### src/hw/usb_pkg.sv
// Package for the setup buffer and function address block.
// Assumes an 8-bit MCU data bus with 16-bit byte addresses on one clock.
package usb_pkg;
  localparam logic [15:0] SETUP_BASE_ADDR = 16'hFF28;
  localparam logic [15:0] SETUP_LAST_ADDR = 16'hFF2F;
  localparam logic [15:0] REG_SPACE_LO = 16'hFFB0;
  localparam logic [15:0] REG_SPACE_HI = 16'hFFFF;
  localparam logic [15:0] STATUS_ADDR = 16'hFFFE;
  localparam logic [15:0] FADDR_ADDR = 16'hFFFF;
  localparam logic [15:0] VECTOR_ADDR = 16'hFFB2;
  localparam int SETUP_BYTES = 8;
  localparam int SETUP_FLAG_BIT = 2;
  localparam logic [6:0] FADDR_RESET = 7'h00;
  localparam logic [7:0] SETUP_RESET = 8'h00;
  localparam logic [2:0] IDX_ZERO = 3'h0;
  localparam logic [2:0] IDX_LAST = 3'h7;
  typedef enum logic [1:0] {
    USB_RX_IDLE,
    USB_RX_FILL,
    USB_RX_WAIT
  } usb_rx_state_t;
endpackage

### src/hw/usb_setup_if.sv
// Interface between the register block and the setup packet collector.
// Assumes both ends run on the same clock.
interface usb_setup_if;
  logic commit;
  logic [63:0] packet;
  modport collector (output commit, output packet);
  modport regs (input commit, input packet);
endinterface

### src/hw/usb_setup_collect.sv
// Collects setup data bytes from the serial engine into a staging area.
// Assumes bytes arrive in wire order, first byte the request type.
module usb_setup_collect (
  // Clock and control
  input wire logic clock,
  input wire logic reset_n,
  input wire logic clk_en,
  input wire logic bus_reset,
  // Serial engine byte stream
  input wire logic sie_setup_start,
  input wire logic sie_byte_valid,
  input wire logic [7:0] sie_byte,
  input wire logic sie_setup_ok,
  input wire logic sie_setup_fail,
  // Toward registers
  usb_setup_if.collector setup
);
  logic [7:0] stage_ff [usb_pkg::SETUP_BYTES];
  logic [7:0] nxt_stage [usb_pkg::SETUP_BYTES];
  logic [2:0] idx_ff, nxt_idx;
  logic full_ff, nxt_full;
  logic commit_ff, nxt_commit;
  usb_pkg::usb_rx_state_t state_ff, nxt_state;

  always_comb begin
    nxt_stage = stage_ff;
    nxt_idx = idx_ff;
    nxt_full = full_ff;
    nxt_state = state_ff;
    nxt_commit = 1'b0;
    if (bus_reset) begin
      nxt_state = usb_pkg::USB_RX_IDLE;
    end else if (sie_setup_start) begin
      // A start in any state restarts, so a torn packet never mixes into the next
      nxt_state = usb_pkg::USB_RX_FILL;
      nxt_idx = usb_pkg::IDX_ZERO;
      nxt_full = 1'b0;
    end else begin
      unique case (state_ff)
        usb_pkg::USB_RX_IDLE: begin
          nxt_state = usb_pkg::USB_RX_IDLE;
        end
        usb_pkg::USB_RX_FILL: begin
          // An early end or a failure drops the partial packet
          if (sie_setup_fail || sie_setup_ok) begin
            nxt_state = usb_pkg::USB_RX_IDLE;
          end else if (sie_byte_valid) begin
            nxt_stage[idx_ff] = sie_byte;
            nxt_idx = idx_ff + 3'h1;
            if (idx_ff == usb_pkg::IDX_LAST) begin
              nxt_full = 1'b1;
              nxt_state = usb_pkg::USB_RX_WAIT;
            end
          end
        end
        usb_pkg::USB_RX_WAIT: begin
          // A short or failed packet never reaches the buffer
          if (sie_setup_ok && full_ff) begin
            nxt_commit = 1'b1;
          end
          if (sie_setup_ok || sie_setup_fail || sie_byte_valid) begin
            nxt_state = usb_pkg::USB_RX_IDLE;
          end
        end
      endcase
    end
  end

  always_ff @(posedge clock or negedge reset_n) begin
    if (!reset_n) begin
      for (int i = 0; i < usb_pkg::SETUP_BYTES; i++) begin
        stage_ff[i] <= usb_pkg::SETUP_RESET;
      end
      idx_ff <= usb_pkg::IDX_ZERO;
      full_ff <= 1'b0;
      commit_ff <= 1'b0;
      state_ff <= usb_pkg::USB_RX_IDLE;
    end else if (clk_en) begin
      stage_ff <= nxt_stage;
      idx_ff <= nxt_idx;
      full_ff <= nxt_full;
      commit_ff <= nxt_commit;
      state_ff <= nxt_state;
    end
  end

  assign setup.commit = commit_ff;
  always_comb begin
    for (int i = 0; i < usb_pkg::SETUP_BYTES; i++) begin
      setup.packet[8*i +: 8] = stage_ff[i];
    end
  end
endmodule

### src/hw/usb_setup_regs.sv
// Overview of operation
// - Buffer captures whole 8-byte setup packet
// - Request type FF28h, request code FF29h
// - Value field at FF2Ah and FF2Bh
// - Index field at FF2Ch and FF2Dh
// - Length field at FF2Eh and FF2Fh
// - Registers mapped from FFB0h to FFFFh
// - Function address in bits 6:0, FFFFh
// - Address clears on reset and bus reset
// - Address bit 7 reads zero
// - Setup flag bit 2 of FFFEh
//
// Setup packet buffer, status flag and function address on the MCU bus.
// Assumes a synchronous 8-bit MCU bus with one-cycle strobes; the serial
// engine signals are on the same clock, bus_reset arrives from a pin.
module usb_setup_regs (
  // Clock and reset
  input wire logic clock,
  input wire logic reset_n,
  input wire logic clk_en,
  // USB bus reset, asynchronous
  input wire logic bus_reset_pin,
  // Serial engine
  input wire logic sie_setup_start,
  input wire logic sie_byte_valid,
  input wire logic [7:0] sie_byte,
  input wire logic sie_setup_ok,
  input wire logic sie_setup_fail,
  // MCU memory bus
  input wire logic [15:0] mcu_addr,
  input wire logic mcu_rd,
  input wire logic mcu_wr,
  input wire logic [7:0] mcu_wdata,
  output logic [7:0] mcu_rdata,
  output logic mcu_sel,
  // Status out
  output logic [6:0] device_address_field,
  output logic setup_received
);
  usb_setup_if setup_link ();
  logic rst_sync1_ff, rst_sync2_ff;
  logic [7:0] buf_ff [usb_pkg::SETUP_BYTES];
  logic [7:0] nxt_buf [usb_pkg::SETUP_BYTES];
  logic [6:0] faddr_ff, nxt_faddr;
  logic flag_ff, nxt_flag;
  logic [7:0] rdata_ff, nxt_rdata;
  logic sel_ff, nxt_sel;

  function automatic logic in_setup(input logic [15:0] a);
    return (a >= usb_pkg::SETUP_BASE_ADDR) && (a <= usb_pkg::SETUP_LAST_ADDR);
  endfunction

  function automatic logic in_regs(input logic [15:0] a);
    return (a >= usb_pkg::REG_SPACE_LO) && (a <= usb_pkg::REG_SPACE_HI);
  endfunction

  // Bus reset comes from the line state, so it is synchronised first
  always_ff @(posedge clock or negedge reset_n) begin
    if (!reset_n) begin
      rst_sync1_ff <= 1'b0;
      rst_sync2_ff <= 1'b0;
    end else if (clk_en) begin
      rst_sync1_ff <= bus_reset_pin;
      rst_sync2_ff <= rst_sync1_ff;
    end
  end

  usb_setup_collect u_collect (
    .clock(clock),
    .reset_n(reset_n),
    .clk_en(clk_en),
    .bus_reset(rst_sync2_ff),
    .sie_setup_start(sie_setup_start),
    .sie_byte_valid(sie_byte_valid),
    .sie_byte(sie_byte),
    .sie_setup_ok(sie_setup_ok),
    .sie_setup_fail(sie_setup_fail),
    .setup(setup_link.collector)
  );

  always_comb begin
    nxt_buf = buf_ff;
    nxt_faddr = faddr_ff;
    nxt_flag = flag_ff;
    nxt_rdata = 8'h00;
    nxt_sel = 1'b0;
    // Whole packet lands at once so firmware never sees a mix of two packets
    if (setup_link.commit) begin
      for (int i = 0; i < usb_pkg::SETUP_BYTES; i++) begin
        nxt_buf[i] = setup_link.packet[8*i +: 8];
      end
    end
    // Writing the vector register acknowledges the flag; a new packet wins
    if (mcu_wr && mcu_addr == usb_pkg::VECTOR_ADDR) begin
      nxt_flag = 1'b0;
    end
    if (setup_link.commit) begin
      nxt_flag = 1'b1;
    end
    if (mcu_wr && mcu_addr == usb_pkg::FADDR_ADDR) begin
      nxt_faddr = mcu_wdata[6:0];
    end
    if (rst_sync2_ff) begin
      nxt_faddr = usb_pkg::FADDR_RESET;
      nxt_flag = 1'b0;
    end
    if (mcu_rd) begin
      if (in_setup(mcu_addr)) begin
        // Low three address bits pick the byte, wire order from FF28h
        nxt_rdata = buf_ff[mcu_addr[2:0]];
        nxt_sel = 1'b1;
      end else if (mcu_addr == usb_pkg::FADDR_ADDR) begin
        nxt_rdata = {1'b0, faddr_ff};
        nxt_sel = 1'b1;
      end else if (mcu_addr == usb_pkg::STATUS_ADDR) begin
        nxt_rdata = 8'h00;
        nxt_rdata[usb_pkg::SETUP_FLAG_BIT] = flag_ff;
        nxt_sel = 1'b1;
      end else if (in_regs(mcu_addr)) begin
        // Other units own the rest of the space; this block answers zero
        nxt_sel = 1'b0;
      end
    end
  end

  always_ff @(posedge clock or negedge reset_n) begin
    if (!reset_n) begin
      for (int i = 0; i < usb_pkg::SETUP_BYTES; i++) begin
        buf_ff[i] <= usb_pkg::SETUP_RESET;
      end
      faddr_ff <= usb_pkg::FADDR_RESET;
      flag_ff <= 1'b0;
      rdata_ff <= 8'h00;
      sel_ff <= 1'b0;
    end else if (clk_en) begin
      buf_ff <= nxt_buf;
      faddr_ff <= nxt_faddr;
      flag_ff <= nxt_flag;
      rdata_ff <= nxt_rdata;
      sel_ff <= nxt_sel;
    end
  end

  assign mcu_rdata = rdata_ff;
  assign mcu_sel = sel_ff;
  assign device_address_field = faddr_ff;
  assign setup_received = flag_ff;
endmodule

### config.mk
export PLATFORM = sky130hd
export DESIGN_NAME = usb_setup_regs
export DESIGN_NICKNAME = d
export VERILOG_FILES = /design/src/hw/usb_pkg.sv /design/src/hw/usb_setup_if.sv /design/src/hw/usb_setup_collect.sv /design/src/hw/usb_setup_regs.sv
export SDC_FILE = /design/constraint.sdc
export NUM_CORES = 1
export LEC_CHECK = 0
export BUFFER_PORTS_ARGS = -buffer_cell sky130_fd_sc_hd__buf_2
export CORE_AREA = 4 4 117 119
export CTS_CLUSTER_DIAMETER = 60
export DETAILED_ROUTE_END_ITERATION = 10
export DIE_AREA = 0 0 121 123
export GPL_ROUTABILITY_DRIVEN = 0
export MAX_ROUTING_LAYER = met4
export PLACE_DENSITY = 0.74
export SYNTH_ARGS = -nofsm -noshare
export SYNTH_HDL_FRONTEND = slang
export SYNTH_SLANG_ARGS = --single-unit
### constraint.sdc
create_clock -name clock -period 5.5 [get_ports clock]
set_clock_uncertainty 0.15 [all_clocks]
set_input_delay 0.55 -clock clock [delete_from_list [all_inputs] [get_ports clock]]
set_output_delay 0.55 -clock clock [all_outputs]
set_load 0.02 [all_outputs]
==> impl_metrics.env, run 1 <==
export IMPL_status="finished, final reports clean"
export IMPL_nNetsFinal=571
export IMPL_diodes=0
export IMPL_worstSetupStartpointType="input pin"
export IMPL_combPwrFrac=0.066
export IMPL_power_total_mw=2.58
export IMPL_die_h_um=123
export IMPL_synth_area_leaders="dfrtp_1 (56%), mux2_2 (22%), mux4_2 (5.2%)"
export IMPL_worst_setup_path_type="input pin to flip-flop"
export IMPL_ctsResizeCount=0
export IMPL_drive_above_1_share=0.474
export IMPL_avgSynthCellArea_um2=14.4
export IMPL_cts_max_path_buffers=2
export IMPL_first_iter_violations=364
export IMPL_clkLatencyLatePin_ns=0.42
export IMPL_ant_nets=0
export IMPL_final_hold_violation_count=0
export IMPL_synth_cell_types=46
export IMPL_hold_ws_ns=0.0748
export IMPL_post_cts_buffers=0
export IMPL_p_int_mw=1.98
export IMPL_overflow=0
export IMPL_core_area_mm2=0.0126
export IMPL_grt_start_max_net_pins=102
export IMPL_slowest_delay_ns=0.84
export IMPL_cp_end_kind="flip-flop"
export IMPL_tns_ns=0
export IMPL_fmax_mhz=322
export IMPL_swShare=0.231
export IMPL_hp_class="input pin to async pin"
export IMPL_ios=59
export IMPL_yosys_area_top_type="dfrtp_1"
export IMPL_power_density_mw_per_mm2=326
export IMPL_dp_cells=680
export IMPL_setup_viol=0
export IMPL_die_area_mm2=0.0149
export IMPL_crit_required_ns=5.65
export IMPL_irDropWorstVdd_mv=0.194
export IMPL_p_leak_nw=3.91
export IMPL_io_buffer_count=57
export IMPL_die_x_um=121
export IMPL_dp_hpwl_um=9390
export IMPL_synth_edf_count=0
export IMPL_yosysWarnings=0
export IMPL_synth_seq_cells=154
export IMPL_firstDrtPassIters=4
export IMPL_max_slew_margin=0.354
export IMPL_syn_inst=478
export IMPL_ys_seq_area_frac=0.559
export IMPL_path_max_fanout=31
export IMPL_instances_no_fill=712
export IMPL_cts_hold_buffers=0
export IMPL_track_usage=0.214
export IMPL_cts_htree_levels=4
export IMPL_start_util=0.548
export IMPL_cts_sinks=154
export IMPL_cp_arrival_ns=3.26
export IMPL_drc=0
export IMPL_grt_pass1_wl_um=23400
export IMPL_min_period_over_period=0.565
export IMPL_timing_final_max_slew_violations=0
export IMPL_clockPowerShare=0.474
export IMPL_avgViaCountPerCell=5.87
export IMPL_synth_most_common_cell="dfrtp_1"
export IMPL_synthTopCellsByCount="dfrtp_1 (154), mux2_2 (137), clkbuf_1 (21), inv_1 (18)"
export IMPL_wirelength_um=14600
export IMPL_worstMarginPinSlew_ns=0.967
export IMPL_syn_num_nets=522
export IMPL_area_growth_pct=14.7
export IMPL_synthArstFlopShare=1.00
export IMPL_cp_slowest_cell="nor2b_1"
export IMPL_p_sw_uw=596
export IMPL_grt_pass1_vias=4372
export IMPL_p_seq_frac=0.460
export IMPL_grt_antenna_before_repair=0
export IMPL_synth_top_area_share=0.559
export IMPL_cts_buffers=17
export IMPL_clkSlewWorstSetupHoldPaths_ns=0.06
export IMPL_crit_chain="buf_2 > nor2b_1 > nand4_4 > nor4_4 > mux2_2"
export IMPL_syn_area_mm2=0.00689
export IMPL_fin_crit_ns=3.11
export IMPL_routedWlPerCell_um=20.5
export IMPL_ys_flop_type="dfrtp_1"
export IMPL_cts_root_buffer="clkbuf_16"
export IMPL_rows=41
export IMPL_tritoncts="done"
export IMPL_vias=4178
export IMPL_max_cap_viol_count=0
export IMPL_rsz0062_at_grt="false"
## layer usage
metal | vias up | GRT usage | wire length (um)
met3 | 16 | 0.0412 | 733
met5 | - | - | 0
met4 | 0 | 0.0729 | 217
li1 | 1878 | - | -
met2 | 125 | 0.345 | 7210
met1 | 2159 | 0.277 | 6450
## per-stage QoR
step	setup WS, ns	cell area (um2)	util
floorplan	3.32	6890	-
global placement	2.07	7280	0.579
detailed placement	1.98	7280	0.579
CTS	2.34	7900	0.629
global route	2.25	7900	0.629
finish	2.39	7900	0.629
## power by group through the flow
stage | registers, mW | logic, mW | clock network [mW]
finish | 1.19 | 0.170 | 1.22
global route | 1.19 | 0.186 | 1.29
CTS | 1.19 | 0.172 | 1.24
detailed placement | 1.21 | 0.171 | 0
global placement | 1.20 | 0.165 | 0
floorplan | 1.21 | 0.0807 | 0
## sequential cells by signal (all words and copies together), names as in the netlist
signal	count
u_collect.setup.commit	1
setup_received	1
u_collect.full_ff	1
u_collect.idx_ff	3
u_collect.setup.packet	64
device_address_field	7
mcu_sel	1
u_collect.state_ff	2
rst_sync2_ff	1
mcu_rdata	8
rst_sync1_ff	1
buf_ff	64
## placed cells by master (no fill, tap or decap), types with 2 or more instances in the layout
cell,n
o221ai_1,6
dfrtp_1,154
nor2b_1,4
ha_1,2
and3_1,8
nand2b_1,4
nor3_1,7
a21oi_1,3
buf_4,2
buf_2,56
and4_1,4
clkbuf_16,17
mux2i_1,3
nor2_1,6
clkinv_2,3
nor2_2,2
mux4_2,16
nand2_1,15
nand3_1,4
a22o_1,2
inv_1,18
nand4_1,7
a311o_1,6
o22ai_1,11
a32oi_1,7
clkinvlp_4,5
mux2_2,137
and2_1,2
bufinv_16,4
nand3_4,2
inv_6,2
## final cells by class
type / instances / area (um2)
sequential: 154 / 3850
clock buffer: 17 / 425
inverter: 18 / 67.6
clock inverter: 15 / 199
timing repair buffer: 59 / 307
tap: 172 / 215
fill: 925 / 4660
multi-input combinational: 277 / 2840
## worst paths after layout
kind	slack, ns	to	startpoint	depth (start not counted)
max in group asynchronous	3.93	u_collect.setup.packet[5]	reset_n	2
hold / removal	0.07	device_address_field[5]	reset_n	1
hold reg to reg	0.35	buf_ff[5]	u_collect.setup.packet[61]	1
min in group clock	0.23	rst_sync1_ff	bus_reset_pin	2
setup / recovery	2.39	u_collect.setup.packet[39]	clk_en	5
setup reg to reg	2.47	u_collect.setup.packet[39]	rst_sync2_ff	4
## critical path, delay by kind of cell
kind                   cells  cell delay, ns
buffers and inverters      1            0.43
muxes                      1            0.43
and+or+nand+nor            3            1.84
## cells by family after synthesis
logic type / Yosys count / synth area share
xor gates and xnor gates: 1 / 0.00127
DFF: 154 / 0.559
adders and majority gates: 2 / 0.00363
AOI/OAI and AO/OA: 41 / 0.0476
muxes: 156 / 0.281
and+or+nand+nor: 77 / 0.0783
buffers and inverters: 47 / 0.0294
(Power assumes the default switching activity.)
==> run 2: changes to the inputs <==
- CORE_AREA: 4 4 117 119 -> 4 4 118 120
- DIE_AREA: 0 0 121 123 -> 0 0 122 124
- PLACE_DENSITY: 0.74 -> 0.76
- clock period: 5.5 -> 2.5 ns (I/O delays scaled with it)
==> run 2 against run 1 <==
Effect of this change: critical path depth grew 1; clock power rose by 130%; critical path type unchanged; wire length increased by 0.88%; highest routed layer unchanged; final cell count is 3.9% higher; total power is 130% higher; largest power group unchanged.
==> impl_metrics.env, run 2 (same netlist as run 1, synthesis figures left out) <==
export IMPL_hp_class="input pin to flip-flop"
export IMPL_rows=42
export IMPL_status="finished, final reports clean"
export IMPL_fillCellCount=987
export IMPL_rsz0062_at_grt="false"
export IMPL_cp_top_family="simple AND/OR/NAND/NOR gates"
export IMPL_grt_pass1_vias=4548
export IMPL_cp_slowest_cell="dlygate4sd3_1"
export IMPL_ff2ff_setup_slack_ns=0.13
export IMPL_seqCellArea_mm2=0.00385
export IMPL_irDropWorstVdd_mv=0.435
export IMPL_die_x_um=122
export IMPL_power_density_mw_per_mm2=709
export IMPL_routedWlPerCell_um=19.9
export IMPL_cts_hold_buffers=12
export IMPL_overflow=0
export IMPL_wirelength_um=14700
export IMPL_grt_antenna_before_repair=0
export IMPL_core_area_mm2=0.0130
export IMPL_whs_endpoint="u_collect.setup.packet[20]"
export IMPL_hold_ws_ns=0.0333
export IMPL_final_common_cell="dfrtp_1"
export IMPL_cts_root_buffer="clkbuf_16"
export IMPL_worstMarginPinSlew_ns=0.632
export IMPL_drive_above_1_share=0.475
export IMPL_cp_startpoint="sie_setup_ok"
export IMPL_worst_setup_path_type="input pin to flip-flop"
export IMPL_final_hold_violation_count=0
export IMPL_drc=0
export IMPL_ctsResizeCount=0
export IMPL_tritoncts="done"
export IMPL_diodes=0
export IMPL_min_period_over_period=0.964
export IMPL_reg2regPathDepth=4
export IMPL_cts_sinks=154
export IMPL_cp_end_kind="flip-flop"
export IMPL_holdPathStages=2
export IMPL_io_buffer_count=57
export IMPL_fin_crit_ns=2.41
export IMPL_grt_pass1_wl_um=23600
export IMPL_start_util=0.531
export IMPL_cp_arrival_ns=2.56
export IMPL_critical_path_buf_inv_count=2
export IMPL_cts_max_path_buffers=2
export IMPL_die_h_um=124
export IMPL_die_area_mm2=0.0151
export IMPL_clkLatencyLatePin_ns=0.42
export IMPL_tns_ns=0
export IMPL_post_cts_buffers=0
export IMPL_area_growth_pct=18.9
export IMPL_clkSlewWorstSetupHoldPaths_ns=0.06
export IMPL_instances_no_fill=740
export IMPL_cts_buffers=17
export IMPL_fmax_mhz=415
export IMPL_dp_hpwl_um=9110
export IMPL_ant_nets=0
export IMPL_path_max_fanout=8
export IMPL_setup_viol=0
export IMPL_final_area_mm2=0.00819
export IMPL_grt_start_max_net_pins=66
export IMPL_p_leak_nw=4.06
export IMPL_timing_final_max_slew_violations=0
export IMPL_track_usage=0.214
export IMPL_final_cell_mix="dfrtp_1 (154), mux2_2 (137), buf_2 (56), inv_1 (18), clkbuf_16 (17)"
export IMPL_r2r_start="u_collect.state_ff[1]"
export IMPL_crit_chain="dlygate4sd3_1 > buf_2 > nor4b_4 > and4b_1 > nand4b_4 > mux2_2"
export IMPL_crit_required_ns=2.65
export IMPL_max_slew_margin=0.578
export IMPL_vias=4282
export IMPL_avgViaCountPerCell=5.79
export IMPL_slowest_delay_ns=0.53
export IMPL_worstSetupStartpointType="input pin"
export IMPL_firstDrtPassIters=5
export IMPL_nNetsFinal=595
export IMPL_cts_htree_levels=4
export IMPL_first_iter_violations=305
export IMPL_multiInputGateArea_mm2=0.00284
export IMPL_ios=59
export IMPL_max_cap_viol_count=0
export IMPL_placed_area_mm2=0.00742
export IMPL_dp_cells=696
export IMPL_hp_start="sie_byte[4]"
export IMPL_r2r_end="u_collect.setup.packet[25]"
-- run 2: cell type report --
cell class | count | area share
Clock buffer | 17 | 0.0519
Clock inverter | 15 | 0.0273
Inverter | 18 | 0.00825
Multi-Input combinational cell | 277 | 0.346
Sequential cell | 154 | 0.470
Tap cell | 176 | 0.0269
Timing Repair Buffer | 83 | 0.0692
-- run 2: how the worst max path moves through the flow --
stage	cells past startpoint	endpoint	slack, ns
after global placement	4	u_collect.setup.packet[29]	0.25
final	6	u_collect.setup.packet[25]	0.09
after floorplan	5	u_collect.setup.packet[56]	0.50
after CTS	6	u_collect.setup.packet[24]	0.09
after global routing	6	u_collect.setup.packet[30]	0.0005
after detailed placement	4	u_collect.setup.packet[29]	0.14
-- run 2: where the power goes --
group | switching (mW) | internal [mW] | total, mW
combinational | 0.250 | 0.167 | 0.417
clock | 1.02 | 1.77 | 2.79
sequential | 0.0464 | 2.55 | 2.60
-- run 2: metal layers --
layer,share of wire,track usage
met5,0,-
met4,0.017,0.0728
met3,0.054,0.0472
met2,0.50,0.350
met1,0.43,0.266
-- run 2: through the flow --
stage	power, mW	worst slack (ns)	utilization
after floorplan	2.85	0.502	-
after global placement	3.03	0.246	0.572
after detailed placement	3.05	0.136	0.572
after CTS	5.85	0.0877	0.631
after global routing	6.02	0.000508	0.631
final	5.81	0.0894	0.631
